`src/cmctl_map.svh`:
```
// register selectors, command codes and field positions of the maintenance block
`ifndef CMCTL_MAP_SVH
`define CMCTL_MAP_SVH
`define CMCTL_CRN_FSR      4'h5
`define CMCTL_CRN_FAR      4'h6
`define CMCTL_CRN_CACHE    4'h7
`define CMCTL_CRN_TLB      4'h8
`define CMCTL_CRN_CLOCK    4'h9
`define CMCTL_CRN_TLOCK    4'ha
`define CMCTL_OP_0         3'h0
`define CMCTL_OP_1         3'h1
`define CMCTL_OP_DRAIN     3'h4
`define CMCTL_OP_ALLOC     3'h5
`define CMCTL_OP_BTB       3'h6
`define CMCTL_SEL_ALL      4'h7
`define CMCTL_SEL_INS      4'h5
`define CMCTL_SEL_DAT      4'h6
`define CMCTL_SEL_CLEAN    4'ha
`define CMCTL_SEL_ALLOC    4'h2
`define CMCTL_SEL_ILOCK    4'h1
`define CMCTL_SEL_DLOCK    4'h2
`define CMCTL_SEL_ITLBL    4'h4
`define CMCTL_SEL_DTLBL    4'h8
`define CMCTL_FSR_DOM_LSB  4
`define CMCTL_FSR_DOM_MSB  7
`define CMCTL_FSR_ST_MSB   3
`define CMCTL_FSR_WMASK    32'h0000_06ff
`define CMCTL_FSR_RESET    32'h0000_0000
`define CMCTL_FAR_RESET    32'h0000_0000
`define CMCTL_LOCK_RESET   1'b0
`define CMCTL_TAG_LSB      5
`endif

```
`src/cmctl_pkg.sv`:
```
// types shared by the maintenance controller files
package cmctl_pkg;
  typedef struct packed {
    logic [3:0]  crn;
    logic [2:0]  op2;
    logic [3:0]  sel;
    logic [31:0] data;
  } cmctl_cmd_s;

  typedef struct packed {
    logic inv_icache;
    logic inv_dcache;
    logic inv_btb;
    logic inv_iline;
    logic inv_dline;
    logic clean_dline;
    logic drain;
    logic alloc;
    logic inv_itlb;
    logic inv_dtlb;
    logic inv_itlb_ent;
    logic inv_dtlb_ent;
    logic lock_iline;
    logic unlock_icache;
    logic unlock_dcache;
    logic lock_itlb;
    logic lock_dtlb;
    logic unlock_itlb;
    logic unlock_dtlb;
  } cmctl_op_s;

  typedef enum logic [1:0] {
    CMCTL_IDLE  = 2'b00,
    CMCTL_WAIT  = 2'b01,
    CMCTL_EVICT = 2'b11,
    CMCTL_PLACE = 2'b10
  } cmctl_alloc_e;
endpackage

```
`src/cmctl_decode.sv`:
```
// combinational decoder of maintenance write commands
`timescale 1ns/1ps
`include "cmctl_map.svh"
module cmctl_decode
(
  input  wire logic                  i_wr,
  input  wire cmctl_pkg::cmctl_cmd_s i_cmd,
  output cmctl_pkg::cmctl_op_s       o_op
);
  logic c7;
  logic c8;
  logic c9;
  logic c10;
  logic o0;
  logic o1;
  assign c7  = i_wr && i_cmd.crn == `CMCTL_CRN_CACHE;
  assign c8  = i_wr && i_cmd.crn == `CMCTL_CRN_TLB;
  assign c9  = i_wr && i_cmd.crn == `CMCTL_CRN_CLOCK;
  assign c10 = i_wr && i_cmd.crn == `CMCTL_CRN_TLOCK;
  assign o0  = i_cmd.op2 == `CMCTL_OP_0;
  assign o1  = i_cmd.op2 == `CMCTL_OP_1;

  always_comb
  begin
    o_op = '0;
    // whole caches; inv of one icache line never touches the btb
    o_op.inv_icache = c7 && o0 && (i_cmd.sel == `CMCTL_SEL_ALL ||
                      i_cmd.sel == `CMCTL_SEL_INS); // see [RULE10]
    o_op.inv_dcache = c7 && o0 && (i_cmd.sel == `CMCTL_SEL_ALL ||
                      i_cmd.sel == `CMCTL_SEL_DAT); // see [RULE10]
    o_op.inv_btb    = o_op.inv_icache || (c7 &&
                      i_cmd.op2 == `CMCTL_OP_BTB &&
                      i_cmd.sel == `CMCTL_SEL_INS); // see [RULE7]
    o_op.inv_iline  = c7 && o1 && i_cmd.sel == `CMCTL_SEL_INS; // see [RULE11]
    o_op.inv_dline  = c7 && o1 && i_cmd.sel == `CMCTL_SEL_DAT; // see [RULE11]
    o_op.clean_dline = c7 && o1 && i_cmd.sel == `CMCTL_SEL_CLEAN;
    o_op.drain = c7 && i_cmd.op2 == `CMCTL_OP_DRAIN &&
                 i_cmd.sel == `CMCTL_SEL_CLEAN; // see [RULE5]
    o_op.alloc = c7 && i_cmd.op2 == `CMCTL_OP_ALLOC &&
                 i_cmd.sel == `CMCTL_SEL_ALLOC; // see [RULE12]
    o_op.inv_itlb = c8 && o0 && (i_cmd.sel == `CMCTL_SEL_ALL ||
                    i_cmd.sel == `CMCTL_SEL_INS); // see [RULE16]
    o_op.inv_dtlb = c8 && o0 && (i_cmd.sel == `CMCTL_SEL_ALL ||
                    i_cmd.sel == `CMCTL_SEL_DAT); // see [RULE16]
    o_op.inv_itlb_ent = c8 && o1 && i_cmd.sel == `CMCTL_SEL_INS;
    o_op.inv_dtlb_ent = c8 && o1 && i_cmd.sel == `CMCTL_SEL_DAT;
    o_op.lock_iline    = c9 && o0 && i_cmd.sel == `CMCTL_SEL_ILOCK; // see [RULE17]
    o_op.unlock_icache = c9 && o1 && i_cmd.sel == `CMCTL_SEL_ILOCK; // see [RULE17]
    o_op.unlock_dcache = c9 && o1 && i_cmd.sel == `CMCTL_SEL_DLOCK; // see [RULE18]
    o_op.lock_itlb   = c10 && o0 && i_cmd.sel == `CMCTL_SEL_ITLBL; // see [RULE20]
    o_op.lock_dtlb   = c10 && o0 && i_cmd.sel == `CMCTL_SEL_DTLBL; // see [RULE20]
    o_op.unlock_itlb = c10 && o1 && i_cmd.sel == `CMCTL_SEL_ITLBL; // see [RULE20]
    o_op.unlock_dtlb = c10 && o1 && i_cmd.sel == `CMCTL_SEL_DTLBL; // see [RULE20]
  end
endmodule

```
`src/cmctl_fault.sv`:
```
// fault status and fault address registers
`timescale 1ns/1ps
`include "cmctl_map.svh"
module cmctl_fault
(
  input  wire logic        i_ref_clk,
  input  wire logic        i_rst_n,
  input  wire logic        i_abort,
  input  wire logic [3:0]  i_abort_domain,
  input  wire logic [3:0]  i_abort_status,
  input  wire logic [31:0] i_abort_addr,
  input  wire logic        i_wr_fsr,
  input  wire logic        i_wr_far,
  input  wire logic [31:0] i_wdata,
  output logic [31:0]      o_fsr,
  output logic [31:0]      o_far
);
  // an abort in the same cycle as a software write wins
  always_ff @(posedge i_ref_clk)
  begin
    if (!i_rst_n)
      o_fsr <= `CMCTL_FSR_RESET;
    else if (i_abort)
      o_fsr <= {24'h0, i_abort_domain, i_abort_status}; // see [RULE1] [RULE2]
    else if (i_wr_fsr)
      o_fsr <= i_wdata & `CMCTL_FSR_WMASK; // see [RULE2]
  end

  always_ff @(posedge i_ref_clk)
  begin
    if (!i_rst_n)
      o_far <= `CMCTL_FAR_RESET;
    else if (i_abort)
      o_far <= i_abort_addr; // see [RULE3]
    else if (i_wr_far)
      o_far <= i_wdata;
  end
endmodule

```
`src/cmctl_top.sv`:
```
// cache and tlb maintenance controller top
// Operation
// [RULE1] data abort records accessed domain in fault status bits 7:4
// [RULE2] fault status bits 3:0 give access type; bit 8 reads zero
// [RULE3] fault address register captures the aborting access address
// [RULE4] core only writes command registers; only lock mode is readable
// [RULE5] drain command empties write buffer and fill buffer together
// [RULE6] maintenance commands never raise translation, domain or permission faults
// [RULE7] single icache line invalidate leaves the branch target buffer alone
// [RULE8] cache enable does not alter contents; commands work regardless
// [RULE9] only clean data line may report a parity fault
// [RULE10] function 0 selectors 7,5,6 invalidate whole caches and branch buffer
// [RULE11] function 1 invalidates or cleans one line at the address
// [RULE12] allocate places tag from bits 31:5, evicting a dirty other line
// [RULE13] allocated line is clean; later store marks it dirty
// [RULE14] allocate waits for pending ops, skips resident lines, not mini cache
// [RULE15] translation enable does not alter tlbs; tlb commands work anyway
// [RULE16] function 0 invalidates whole tlbs, function 1 one entry
// [RULE17] function 0 selector 1 locks icache line, function 1 unlocks all
// [RULE18] lock mode bit 0 locks every data fill; unlock data cache
// [RULE19] core must not lock or unlock a disabled cache
// [RULE20] selectors 4 and 8 lock or unlock instruction or data tlb
// [RULE21] core must not issue tlb lock commands with translation off
// [RULE22] core treats registers 11 and 12 as reserved
`timescale 1ns/1ps
`include "cmctl_map.svh"
module cmctl_top
(
  input  wire logic                  i_ref_clk,
  input  wire logic                  i_rst_n,
  input  wire logic                  i_cp_wr,
  input  wire logic                  i_cp_rd,
  input  wire cmctl_pkg::cmctl_cmd_s i_cp_cmd,
  input  wire logic                  i_abort,
  input  wire logic [3:0]            i_abort_domain,
  input  wire logic [3:0]            i_abort_status,
  input  wire logic [31:0]           i_abort_addr,
  input  wire logic                  i_mem_idle,
  input  wire logic                  i_line_resident,
  input  wire logic                  i_victim_dirty,
  input  wire logic                  i_evict_done,
  input  wire logic                  i_dfill,
  input  wire logic                  i_clean_parity_err,
  output logic [31:0]                o_rdata,
  output logic                       o_busy,
  output logic [31:0]                o_fault_status,
  output logic [31:0]                o_fault_address,
  output cmctl_pkg::cmctl_op_s       o_op,
  output logic [31:0]                o_op_addr,
  output logic                       o_evict,
  output logic                       o_place_tag,
  output logic [26:0]                o_tag,
  output logic                       o_fill_lock,
  output logic                       o_parity_fault,
  output logic                       o_lock_mode
);
  cmctl_pkg::cmctl_op_s     op_d;
  cmctl_pkg::cmctl_alloc_e  st_q;
  logic                     wr_fsr;
  logic                     wr_far;
  logic                     wr_lock;
  logic                     take;
  logic [26:0]              tag_q;

  // ==========================================================
  // command decode
  // ==========================================================
  // a new write is only taken while no allocation is in flight
  assign take = i_cp_wr && st_q == cmctl_pkg::CMCTL_IDLE;

  cmctl_decode u_decode
  (
    .i_wr  (take),
    .i_cmd (i_cp_cmd),
    .o_op  (op_d)
  );

  assign wr_fsr  = take && i_cp_cmd.crn == `CMCTL_CRN_FSR;
  assign wr_far  = take && i_cp_cmd.crn == `CMCTL_CRN_FAR;
  assign wr_lock = take && i_cp_cmd.crn == `CMCTL_CRN_CLOCK &&
                   i_cp_cmd.op2 == `CMCTL_OP_0 &&
                   i_cp_cmd.sel == `CMCTL_SEL_DLOCK;

  // ==========================================================
  // operation strobes
  // ==========================================================
  // strobes ignore cache and mmu enables: those never gate maintenance
  always_ff @(posedge i_ref_clk)
  begin
    if (!i_rst_n)
      o_op <= '0;
    else
    begin
      o_op <= op_d; // see [RULE8] [RULE15]
      o_op.alloc <= 1'b0;
    end
  end

  always_ff @(posedge i_ref_clk)
  begin
    if (!i_rst_n)
      o_op_addr <= 32'h0;
    else if (take)
      o_op_addr <= i_cp_cmd.data;
  end

  // ==========================================================
  // fault registers
  // ==========================================================
  // maintenance has no fault path of its own; only aborts and software writes to registers 5 and 6 load these
  cmctl_fault u_fault
  (
    .i_ref_clk      (i_ref_clk),
    .i_rst_n        (i_rst_n),
    .i_abort        (i_abort),
    .i_abort_domain (i_abort_domain),
    .i_abort_status (i_abort_status),
    .i_abort_addr   (i_abort_addr),
    .i_wr_fsr       (wr_fsr),
    .i_wr_far       (wr_far),
    .i_wdata        (i_cp_cmd.data),
    .o_fsr          (o_fault_status),
    .o_far          (o_fault_address)
  ); // see [RULE6]

  // parity fault only from the clean-line read
  always_ff @(posedge i_ref_clk)
  begin
    if (!i_rst_n)
      o_parity_fault <= 1'b0;
    else
      o_parity_fault <= o_op.clean_dline && i_clean_parity_err; // see [RULE9]
  end

  // ==========================================================
  // lock mode and readback
  // ==========================================================
  always_ff @(posedge i_ref_clk)
  begin
    if (!i_rst_n)
      o_lock_mode <= `CMCTL_LOCK_RESET;
    else if (wr_lock)
      o_lock_mode <= i_cp_cmd.data[0];
  end

  always_ff @(posedge i_ref_clk)
  begin
    if (!i_rst_n)
      o_fill_lock <= 1'b0;
    else
      o_fill_lock <= i_dfill && o_lock_mode; // see [RULE18]
  end

  // reads of command registers are undefined; only lock mode answers
  always_ff @(posedge i_ref_clk)
  begin
    if (!i_rst_n)
      o_rdata <= 32'h0;
    else if (i_cp_rd)
    begin
      case (i_cp_cmd.crn)
        `CMCTL_CRN_FSR:   o_rdata <= o_fault_status;
        `CMCTL_CRN_FAR:   o_rdata <= o_fault_address;
        `CMCTL_CRN_CLOCK: o_rdata <= {31'h0, o_lock_mode}; // see [RULE4]
        default:          o_rdata <= 32'h0;
      endcase
    end
  end

  // ==========================================================
  // line allocation sequencer
  // ==========================================================
  // mini data cache has no path here: the tag goes to the main array only
  always_ff @(posedge i_ref_clk)
  begin
    if (!i_rst_n)
      st_q <= cmctl_pkg::CMCTL_IDLE;
    else
    begin
      case (st_q)
        cmctl_pkg::CMCTL_IDLE:
          if (op_d.alloc)
            st_q <= cmctl_pkg::CMCTL_WAIT;
        cmctl_pkg::CMCTL_WAIT:
          if (i_mem_idle) // see [RULE14]
          begin
            if (i_line_resident)
              st_q <= cmctl_pkg::CMCTL_IDLE; // see [RULE14]
            else if (i_victim_dirty)
              st_q <= cmctl_pkg::CMCTL_EVICT; // see [RULE12]
            else
              st_q <= cmctl_pkg::CMCTL_PLACE;
          end
        cmctl_pkg::CMCTL_EVICT:
          if (i_evict_done)
            st_q <= cmctl_pkg::CMCTL_PLACE;
        cmctl_pkg::CMCTL_PLACE:
          st_q <= cmctl_pkg::CMCTL_IDLE;
        default:
          st_q <= cmctl_pkg::CMCTL_IDLE;
      endcase
    end
  end

  always_ff @(posedge i_ref_clk)
  begin
    if (!i_rst_n)
      tag_q <= 27'h0;
    else if (op_d.alloc)
      tag_q <= i_cp_cmd.data[31:`CMCTL_TAG_LSB]; // see [RULE12]
  end

  always_ff @(posedge i_ref_clk)
  begin
    if (!i_rst_n)
    begin
      o_evict     <= 1'b0;
      o_place_tag <= 1'b0;
      o_tag       <= 27'h0;
      o_busy      <= 1'b0;
    end
    else
    begin
      o_evict <= st_q == cmctl_pkg::CMCTL_WAIT && i_mem_idle &&
                 !i_line_resident && i_victim_dirty;
      // placed line is clean; the cache sets dirty on a later store
      o_place_tag <= st_q == cmctl_pkg::CMCTL_PLACE; // see [RULE13]
      o_tag       <= tag_q;
      o_busy      <= (st_q != cmctl_pkg::CMCTL_IDLE || op_d.alloc) &&
                     !(st_q == cmctl_pkg::CMCTL_PLACE) &&
                     !(st_q == cmctl_pkg::CMCTL_WAIT && i_mem_idle &&
                       i_line_resident);
    end
  end
endmodule

```
`config.mk`:
```
export PLATFORM = sky130hd
export DESIGN_NAME = cmctl_top
export DESIGN_NICKNAME = d
export VERILOG_FILES = /design/src/cmctl_pkg.sv /design/src/cmctl_decode.sv /design/src/cmctl_fault.sv /design/src/cmctl_top.sv
export VERILOG_INCLUDE_DIRS = /design/src /design/src/src
export SDC_FILE = /design/constraint.sdc
export NUM_CORES = 1
export LEC_CHECK = 0
export ABC_CLOCK_PERIOD_IN_PS = 1900
export BUFFER_PORTS_ARGS = -buffer_cell sky130_fd_sc_hd__buf_2
export CORE_ASPECT_RATIO = 0.9
export CORE_MARGIN = 5
export CORE_UTILIZATION = 48
export DETAILED_ROUTE_END_ITERATION = 16
export GPL_TIMING_DRIVEN = 0
export HOLD_SLACK_MARGIN = 0.05
export PLACE_DENSITY = 0.79
export SLEW_MARGIN = 10
export SYNTH_ARGS = -nofsm -noshare
export SYNTH_HDL_FRONTEND = slang
export SYNTH_SLANG_ARGS = --single-unit
```
`constraint.sdc`:
```
create_clock -name i_ref_clk -period 1.9 [get_ports i_ref_clk]
set_input_delay 0.285 -clock i_ref_clk [delete_from_list [all_inputs] [get_ports i_ref_clk]]
set_output_delay 0.285 -clock i_ref_clk [all_outputs]
set_load 0.005 [all_outputs]
```
# Word-level counts from Yosys, hierarchy flattened
# Cells that the tools add are included.
totals:
  word_cells: 129
  ff_bits: 187
  out_inout_bits: 180
op_classes:
  bitwise_logic: 1
  eq_ne: 24
  mux: 11
  reduce_logical: 60
op_table:
  columns: ["operator", "count"]
  rows:
  - ["one-hot mux 32 bit (3 select lines)", 1]
  - ["two-way mux 32 bit", 2]
  - ["logical AND 1 bit", 46]
  - ["equality test 4 x 3 -> 1 bit (second input constant)", 7]
  - ["equality test 4 bit (second input constant)", 5]
  - ["two-way mux 8 bit", 2]
  - ["equality test 3 bit (second input constant)", 3]
  - ["two-way mux 2 bit", 4]
  - ["one-hot mux 2 bit (4 select lines)", 1]
  - ["!= test 2 bit (second input constant)", 3]
  - ["nonzero test 2 bit", 3]
  - ["equality test 2 bit (second input constant)", 2]
  - ["equality test 4 x 1 -> 1 bit (second input constant)", 1]
  - ["equality test 4 x 2 -> 1 bit (second input constant)", 1]
  - ["logical OR 1 bit", 4]
  - ["equality test 3 x 1 -> 1 bit (second input constant)", 1]
  - ["zero test 1 bit", 3]
  - ["zero test 3 bit", 1]
  - ["AND reduction 3 bit", 1]
  - ["equality test 2 x 1 -> 1 bit (second input constant)", 1]
  - ["zero test 2 bit", 1]
  - ["OR reduction 2 bit", 1]
  - ["two-way mux 1 bit", 1]
  - ["inverter 1 bit", 1]

# Logic depth before layout (Yosys ltp)
# Gate-level depths: netlist of run 1.
depth:
  word_depth: 8
  mapped_depth: 7
  mapped_depth_nobuf: 4

# By module
# A second synthesis of run 1 with hierarchy kept.
unflattened:
  cells_unflattened: 797
  hier_area_um2: 8017.7
by_module_without_submodules:
  columns: ["mod", "seq_area_each_um2", "instances", "area_per_inst_um2", "cells_each"]
  rows:
  - ["cmctl_top", 2882.8, 1, 5295.1, 545]
  - ["cmctl_fault", 840.8, 1, 2442.3, 207]
  - ["cmctl_decode", 0.0, 1, 280.3, 45]

# Worst setup path before layout of run 1
# OpenSTA, ideal clock, no wires.
synth_path:
  kind: "flip-flop to flip-flop"
  start: "register st_q[1]"
  end: "register o_op[8] (netlist name)"
  t_arrival_ps: 1374
  setup_time_ps: 73
  stages_incl_launch_ff: 5
  setup_slack_ps: 453
  period_less_slack_ps: 1447
  path_cell_list: "dfxtp_1 > or3b_1 > buf_2 > or4_4 > nor3_2"
synth_via:
  elab_chain_cells: 5
synth_lines:
  columns: ["element", "line", "source"]
  rows:
  - ["from (decl)", "cmctl_top.sv:58", "cmctl_pkg::cmctl_alloc_e st_q;"]
  - ["from (signal assigned)", "cmctl_top.sv:177", "st_q <= cmctl_pkg::CMCTL_IDLE;"]
  - ["from (signal assigned)", "cmctl_top.sv:183", "st_q <= cmctl_pkg::CMCTL_WAIT;"]
  - ["from (signal assigned)", "cmctl_top.sv:188", "st_q <= cmctl_pkg::CMCTL_IDLE;"]
  - ["zero test 2 bit", "cmctl_top.sv:69", "assign take = i_cp_wr && st_q == cmctl_pkg::CMCTL_IDLE;"]
  - ["logical AND 1 bit", "cmctl_top.sv:69", null]
  - ["logical AND 1 bit (no source line)", null, null]
  - ["logical AND 1 bit", "cmctl_decode.sv:45", "o_op.inv_itlb_ent = c8 && o1 && i_cmd.sel == `CMCTL_SEL_INS;"]
  - ["logical AND 1 bit (no source line)", null, null]
  - ["to (signal assigned)", "cmctl_top.sv:94", "o_op <= op_d;"]
  - ["to (decl)", "cmctl_top.sv:48", "output cmctl_pkg::cmctl_op_s o_op,"]
# Every way passes these cells.
# A chain may end at the register's enable or synchronous reset.

# Final worst setup path of run 1
layout_path:
  start: "register st_q[1]"
  end: "register u_fault.o_fsr[4]"
layout_via:
  elab_chain_cells: 4
layout_lines:
  columns: ["element", "line", "source"]
  rows:
  - ["zero test 2 bit", "cmctl_top.sv:69", null]
  - ["logical AND 1 bit", "cmctl_top.sv:69", null]
  - ["logical AND 1 bit (no source line)", null, null]
  - ["nonzero test 2 bit (no source line)", null, null]
  - ["to (signal assigned)", "cmctl_fault.sv:22", "o_fsr <= `CMCTL_FSR_RESET;"]
  - ["to (signal assigned)", "cmctl_fault.sv:24", "o_fsr <= {24'h0, i_abort_domain, i_abort_status};"]
  - ["to (signal assigned)", "cmctl_fault.sv:26", "o_fsr <= i_wdata & `CMCTL_FSR_WMASK;"]
  - ["to (decl)", "cmctl_fault.sv:15", "output logic [31:0] o_fsr,"]
# Every way passes these cells.

==> results of run 1 <==
through the flow:
| step | TNS, ps | utilization (%) | setup slack (ps) | cells | hold slack [ps] |
|---|---|---|---|---|---|
| final | 0 | 64.45 | 145.6 | 1322 | 95.79 |
| after global routing | 0 | 64.45 | 7.890 | 1322 | 91.46 |
| after CTS | 0 | 64.32 | 64.04 | 1322 | 84.48 |
| after detailed placement | -1842 | 60.09 | -166.0 | 1290 | 437.0 |
| after global placement | -1421 | 60.09 | -149.2 | 1290 | 427.4 |
| after floorplan | 0 | - | 453.0 | 849 | 360.8 |
worst min path at each step:
stage,from,to,slack [ps],cells past startpoint
floorplan,i_cp_cmd[36],o_op[12],360,1
global placement,o_rdata[1],o_rdata[1],430,2
detailed placement,o_rdata[1],o_rdata[1],440,2
CTS,i_cp_cmd[36],o_op[12],80,2
global route,i_cp_cmd[36],o_op[12],90,2
finish,i_clean_parity_err,o_parity_fault,100,2
metal layers:
metal | track usage, % | wire length (um) | vias up
li1 | - | - | 3315
met1 | 33.54 | 9471 | 3174
met2 | 46.23 | 11300 | 358
met3 | 9.330 | 2544 | 33
met4 | 7.557 | 369 | 2
met5 | 0 | 13 | -
cell usage after synthesis (2+ instances only):
cell and number:
nand4_1 3, nand3_1 24, nor4_1 3, nor2b_1 7, a31oi_1 32, o21ai_0 77
nand2b_1 26, inv_1 5, a311oi_1 2, a21oi_1 61, nor2_1 14, or3_1 3
nand2_1 211, buf_1 6, and3_1 3, and2_1 29, nor3_1 28, buf_2 10
a22oi_1 10, buf_4 24, or2_2 2, dfxtp_1 186, clkbuf_1 43
cells by family (layout without fill, tap and decap cells):
| group | after synthesis | after routing | share of synthesized area, % |
|---|---|---|---|
| AND/OR/NAND/NOR | 365 | 365 | 24.73 |
| AO/OA/AOI/OAI | 186 | 186 | 14.75 |
| flip-flops | 186 | 186 | 54.12 |
| buffers and inverters | 89 | 369 | 6.346 |
| other | 1 | 23 | 0.05450 |
sequential cells by signal, indices dropped and copies added (netlist names):
name,flops
o_place_tag,1
o_evict,1
tag_q,27
o_parity_fault,1
o_busy,1
st_q,2
o_rdata,32
o_op_addr,32
u_fault.o_far,32
o_fill_lock,1
o_lock_mode,1
u_fault.o_fsr,10
o_tag,27
o_op,18
final cells by class:
class / count / area share [%]
timing repair buffer: 248 / 13.70
clock inverter: 12 / 1.533
buffer: 83 / 4.696
tap: 193 / 2.666
clock buffer: 20 / 5.041
sequential: 186 / 41.10
multi-input combinational: 574 / 31.01
inverter: 6 / 0.2486
worst register-to-register path, delay by kind of cell (launching register included):
| kind | cells | cell delay, ps |
|---|---|---|
| AND/OR/NAND/NOR | 4 | 830 |
| flip-flops | 1 | 380 |
| buffers and inverters | 2 | 450 |
where the power goes:
group / total (uW) / internal, uW / leakage, uW / switching [uW]
clock: 3540 / 2020 / 0.000279 / 1520
combinational: 722 / 290 / 0.00230 / 433
sequential: 4080 / 4000 / 0.00151 / 81.3
==> flow_summary.ini, run 1 <==
[synthesis]
synthDistinctLibCells = 41
synth_top_cell_area_share_pct = 54.12
synth_edf_count = 0
syn_area_per_cell_sq_um = 8.320
ys.warnings.count = 0
postSynth.asyncResetShare_pct = 0
synth_flop_cell = dfxtp_1
netlist_instances = 827
yosysTopAreaCell = dfxtp_1
synth_area_sq_mm = 0.006880
ys_seq_area_share_pct = 54.12
synth.area.top_cells = dfxtp_1 (54%), nand2_1 (12%), o21ai_0 (5.6%)
ys_seq_elements = 186

[power_and_ir_drop]
peakVddDrop_v = 0.0006132
cellPowerDensity_mw_per_mm2 = 921.3
p_total_uw = 8346
p_leak_uw = 0.004092

[worst_setup_path]
cp_max_fo = 10
cp.depth = 6
crit_chain = nor3b_4, buf_6, and3_1, buf_2, nor3_1, nor3_1
path_buf_inv = 2
cpMostUsedCell = nor3_1
startpoint_type = register
cp-end-kind = register
crit_required_ps = 2230
max_stage_delay_ps = 380
worstSetupPathType = register to register
cp-startpoint = st_q[1]
rr_startpoint = st_q[1]
slowest_stage = dfxtp_1
cp_data_arrival_time_ps = 2080
reg2regPathDepth = 6
reg2reg_to = u_fault.o_fsr[4]
worstSetupEndpoint = u_fault.o_fsr[4]
cp_top_family = simple AND/OR/NAND/NOR gates
ff2ff_setup_slack_ps = 150

[route]
drc_errors = 0
drt-wirelength-per-cell_um = 17.93
ant_nets = 0
wl_um = 23700
drt_iter0_drc = 401
vias = 6882
drt_first_pass_iters = 5
viasPerCell = 5.206

[clock_tree]
htree_num_levels = 4
postCtsSetupBuffers = 0
cts_sinks = 186
hold_buffers = 0
cts-root-buf = clkbuf_16
cts_tree = built
clk_path_buf_depth = 2
clk_latency_ps = 420
ctsResizeCount = 0
cts.clk_slew.worst_paths_ps = 70
cts_buffers = 17

[floorplan]
die_w_um = 136.2
dieHeight_um = 123.6
dieArea_sq_mm = 0.01683
core_area_sq_mm = 0.01406
io_pins = 274
rows = 41
start_util_pct = 48.95

[worst_hold_path]
hp-class = input pin to register

[layout]
n_antenna_cell = 0
nets = 1210
layout_commonest_cell = buf_2
n_fill_cell = 1268
area_growth_syn_to_layout_pct = 31.66
final_cell_mix = buf_2 (258), nand2_1 (211), dfxtp_1 (186)
drive_gt1_share_pct = 28.79
stdcell_area_sq_mm = 0.009059
multiInputGateArea_sq_mm = 0.002809
regArea_sq_mm = 0.003724

[global_route]
overflow = 0
grt_pass1_wl_um = 35250
antenna_found_initial = 1
grt_max_degree = 17
grtUsageTotal_pct = 27.37
grt_pass1_vias = 6590

[outcome]
status = finished, final reports clean

[sta]
clock_skew_ps = 6.259
worst_slew_pin_slew_ps = 762.7
fmax_mhz = 570.0
finalHoldViolCount = 0
fin_crit_ps = 1754
period_share_pct = 92.34
slew_viol_final = 0
setup_violations = 0
slew_headroom_pct = 49.15
rsz0062_at_grt = no

[run]
drv_cap = 0

[placed_design]
dp_hpwl_um = 17830
gp_congestion = 0.9073
dpl_cell_area_sq_mm = 0.008446
io_buffers = 248
Note: power is estimated with default switching activity, not from simulation.
==> run 2: changes to the inputs <==
- SETUP_SLACK_MARGIN: unset -> 0.15
==> flow_summary.ini, run 2 (same netlist as run 1, synthesis figures left out) <==
[worst_hold_path]
min_from = i_clean_parity_err
whs_path_depth = 2
min_delay_worst_endpoint = o_parity_fault
hp-class = input pin to register

[floorplan]
core_area_sq_mm = 0.01406
rows = 41
start_util_pct = 48.95
dieHeight_um = 123.6
dieArea_sq_mm = 0.01683
io_pins = 274
die_w_um = 136.2

[sta]
fmax_mhz = 601.6
finalHoldViolCount = 0
clock_skew_ps = 5.718
setup_violations = 0
rsz0062_at_grt = yes
slew_headroom_pct = 49.49
whs_ps = 96.42
period_share_pct = 87.49
worst_slew_pin_slew_ps = 757.6
fin_crit_ps = 1662
slew_viol_final = 0
setup_ws_ps = 237.7

[global_route]
overflow = 0
grtUsageTotal_pct = 27.39
antenna_found_initial = 1
grt_pass1_vias = 6591
grt_max_degree = 17
grt_pass1_wl_um = 35270

[power_and_ir_drop]
peakVddDrop_v = 0.0006162
cellPowerDensity_mw_per_mm2 = 919.2
p_leak_uw = 0.004097

[clock_tree]
clk_latency_ps = 420
cts_buffers = 17
cts.clk_slew.worst_paths_ps = 70
cts_tree = built
clk_path_buf_depth = 2
hold_buffers = 0
htree_num_levels = 4
cts-root-buf = clkbuf_16
cts_sinks = 186

[route]
drt_first_pass_iters = 5
ant_nets = 0
viasPerCell = 5.218
wl_um = 23730
drt_iter0_drc = 425
drc_errors = 0
drt-wirelength-per-cell_um = 17.94
vias = 6903

[placed_design]
dp_hpwl_um = 17830
io_buffers = 248
pre_cts_ws_ps = -166.0
gp_congestion = 0.9073

[worst_setup_path]
crit_required_ps = 2250
cp-end-kind = register
reg2regPathDepth = 6
reg2reg_to = u_fault.o_fsr[4]
worstSetupPathType = register to register
rr_startpoint = st_q[0]
ff2ff_setup_slack_ps = 240
startpoint_type = register
cp_data_arrival_time_ps = 2010
cp_max_fo = 10

[layout]
reg_top3 = o_op_addr x32, o_rdata x32, u_fault.o_far x32
final_cell_mix = buf_2 (262), nand2_1 (211), dfxtp_1 (186)
drive_gt1_share_pct = 29.20
nets = 1211
n_antenna_cell = 0
layout_commonest_cell = buf_2
area_growth_syn_to_layout_pct = 32.01
final_util_pct = 64.62

[outcome]
status = finished, final reports clean

[run]
drv_cap = 0
-- run 2: repair_timing --
item                       CTS  global route
setup buffers                0             1
resized for setup            5            14
pin swaps                    0             1
setup endpoints to repair   37            72
-- run 2: metal layers --
| layer | routed length, um | track usage, % | vias up |
|---|---|---|---|
| met2 | 11290 | 46.26 | 377 |
| met4 | 400 | 7.557 | 2 |
| met3 | 2650 | 9.330 | 36 |
| li1 | - | - | 3312 |
| met1 | 9375 | 33.56 | 3176 |
| met5 | 13 | 0 | - |
-- run 2: per-stage QoR --
stage          instances  TNS [ps]  instance area [sq um]  power [uW]
2_1_floorplan        849         0                   6963        4491
3_3_place_gp        1290     -1421                   8446        4862
3_5_place_dp        1290     -1842                   8446        4874
4_1_cts             1322         0                   9052        8374
5_1_grt             1323         0                   9082        8637
6_report            1323         0                   9082        8349
-- run 2: how the worst max path moves through the flow --
stage / depth (start not counted) / slack, ps / from / end
final: 6 / 240 / st_q[0] / u_fault.o_fsr[4]
after global routing: 6 / 120 / st_q[0] / u_fault.o_fsr[4]
after CTS: 6 / 170 / st_q[1] / u_fault.o_fsr[4]
after detailed placement: 5 / -170 / i_rst_n / o_op[17]
after global placement: 5 / -150 / i_rst_n / o_op[17]
after floorplan: 4 / 450 / st_q[1] / o_op[8]
-- run 2: final cells by class --
type	instances	area, sq um
sequential	186	3724
tap	193	241.5
fill	1266	4974
inverter	6	22.52
clock inverter	12	138.9
multi-input combinational	574	2820
timing repair buffer	249	1249
buffer	83	430.4
clock buffer	20	456.7
-- run 2: worst max-delay path, stage by stage (launching register included) --
cell	delay [ps]
dfxtp_1	380
nor3b_4	280
buf_6	210
and3_1	190
clkbuf_4	210
nor3_1	80
nor3_2	220
-- run 2: power breakdown --
part	switching [uW]	internal, uW	total, uW	leakage, uW
sequential	81.5	4000	4080	0.00151
clock	1520	2020	3540	0.000279
combinational	435	292	726	0.00230
==> run 3: changes to the inputs <==
- ABC_AREA: unset -> 1
- CORE_UTILIZATION: 48 -> 49
- CTS_CLUSTER_SIZE: unset -> 20
- PLACE_DENSITY: 0.79 -> 0.8
==> flow_summary.ini, run 3 <==
[sta]
setup_violations = 0
finalHoldViolCount = 0
clock_skew_ps = 10.55
slew_viol_final = 0
setup_tns_ps = 0
fin_crit_ps = 1601
period_share_pct = 84.24
slew_headroom_pct = 56.78
rsz0062_at_grt = no
worst_slew_pin_slew_ps = 648.2
fmax_mhz = 624.7

[synthesis]
synth_top_cell_area_share_pct = 52.38
yosysMostFrequentCell = nand2_1
syn_area_per_cell_sq_um = 7.736
postSynth.asyncResetShare_pct = 0
ys.warnings.count = 0
ys_seq_elements = 186
synth.area.top_cells = dfxtp_1 (52%), nand2_1 (10%), nor2_1 (8.7%)
synth_flop_cell = dfxtp_1
synth_area_sq_mm = 0.007109
synthDistinctLibCells = 32
synth_edf_count = 0
yosysTopAreaCell = dfxtp_1
synthTopCellsByCount = nand2_1 (195), dfxtp_1 (186), nor2_1 (164)
netlist_instances = 919
ys_seq_area_share_pct = 52.38

[route]
drc_errors = 0
drt_first_pass_iters = 5
viasPerCell = 5.115
drt-wirelength-per-cell_um = 17.49
ant_nets = 0
wl_um = 24770
vias = 7243
drt_iter0_drc = 788

[placed_design]
dp_hpwl_um = 18720
io_buffers = 248
gp_congestion = 0.8825

[worst_setup_path]
cp_max_fo = 10
cp-end-kind = register
worstSetupPathType = register to register
crit_required_ps = 2220
cp_data_arrival_time_ps = 1920
startpoint_type = register

[run]
drv_cap = 0

[power_and_ir_drop]
cellPowerDensity_mw_per_mm2 = 945.5
p_leak_uw = 0.004633
peakVddDrop_v = 0.0006892
p_total_uw = 8818

[global_route]
overflow = 0
grt_util_met3_pct = 6.906
grt_pass1_wl_um = 37180
grtUsageMet2_pct = 45.11
antenna_found_initial = 2
grt_pass1_vias = 6736
grtUsageTotal_pct = 28.34
busiest_layer = met2
grt_use_met1_pct = 37.70
grt_max_degree = 17

[outcome]
status = finished, final reports clean

[floorplan]
start_util_pct = 50.39
dieArea_sq_mm = 0.01702
die_w_um = 137.0
io_pins = 274
core_area_sq_mm = 0.01411
dieHeight_um = 124.3
rows = 41

[clock_tree]
htree_num_levels = 4
cts_buffers = 17
cts.clk_slew.worst_paths_ps = 70
cts_tree = built
cts_sinks = 186
clk_path_buf_depth = 2
hold_buffers = 0
clk_latency_ps = 440
cts-root-buf = clkbuf_16

[layout]
drive_gt1_share_pct = 28.11
reg_top3 = o_op_addr x32, o_rdata x32, u_fault.o_far x32
nets = 1302
final_cell_mix = buf_2 (258), nand2_1 (195), dfxtp_1 (186)
n_fill_cell = 1226
area_growth_syn_to_layout_pct = 31.19
layout_commonest_cell = buf_2
final_util_pct = 66.11

[worst_hold_path]
hp-class = input pin to register
## run 3: cell types whose count changed after synthesis, sizes merged, moves of 24 or more
cell and change:
nor2 +159, inv +52, and2 -29, o21ai +28, nand2b -26, nor3 -24
## run 3: final timing paths
check / cells after the start / end / slack, ps / from
worst max-delay path: 8 / tag_q[7] / 300 / st_q[1]
worst min-delay path: 2 / o_op[12] / 70 / i_cp_cmd[36]
worst max register to register: 8 / tag_q[7] / 300 / st_q[1]
worst min register to register: 2 / o_tag[12] / 420 / tag_q[12]
## run 3: cell type report
class | count | area, sq um | share of cell area [%]
sequential | 186 | 3724 | 39.92
clock buffer | 19 | 452.9 | 4.856
timing repair buffer | 248 | 1241 | 13.31
tap | 193 | 241.5 | 2.589
antenna | 3 | 7.507 | 0.08049
inverter | 59 | 221.5 | 2.375
multi-input combinational | 621 | 2785 | 29.86
clock inverter | 12 | 186.4 | 1.999
buffer | 75 | 466.7 | 5.004
## run 3: per-stage QoR
stage	hold slack, ps	worst slack (ps)	cells	cell area (sq um)
floorplan	361.9	587.1	941	7192
global placement	412.9	172.7	1382	8675
detailed placement	416.1	151.5	1382	8675
CTS	61.09	250.9	1413	9314
global route	56.46	190.6	1415	9324
finish	69.80	299.4	1416	9326
## run 3: repair_timing
action	4_1_cts	5_1_grt
endpoints found under the setup margin	0	2
gates resized for setup	0	1
setup buffers	0	0
## run 3: cells by family after synthesis
group,Yosys count,synth area share (%)
and+or+nand+nor,415,23.97
muxes,4,0.5632
AOI/OAI and AO/OA,179,13.36
buffers and inverters,134,9.680
DFF,186,52.38
other,1,0.05275
## run 3: report_power, final
group / switching (uW) / total, uW / internal [uW]
Clock: 1570 / 3850 / 2290
Combinational: 521 / 848 / 327
Sequential: 88.9 / 4120 / 4030
## run 3: routing by layer
metal	vias to the layer above	wire, um	share of wire [%]
met4	0	614	2.5
met1	3307	10020	40
met2	392	11540	47
met5	-	0	0
met3	50	2595	10
li1	3494	-	-
## run 3: worst max-delay path, cell delays in order, from the launching register on
cell,delay (ps)
dfxtp_1,350
nor2_2,160
nand2_2,120
nor2_4,180
nand2_2,100
buf_6,170
buf_6,150
o21ai_0,200
nor2_1,60
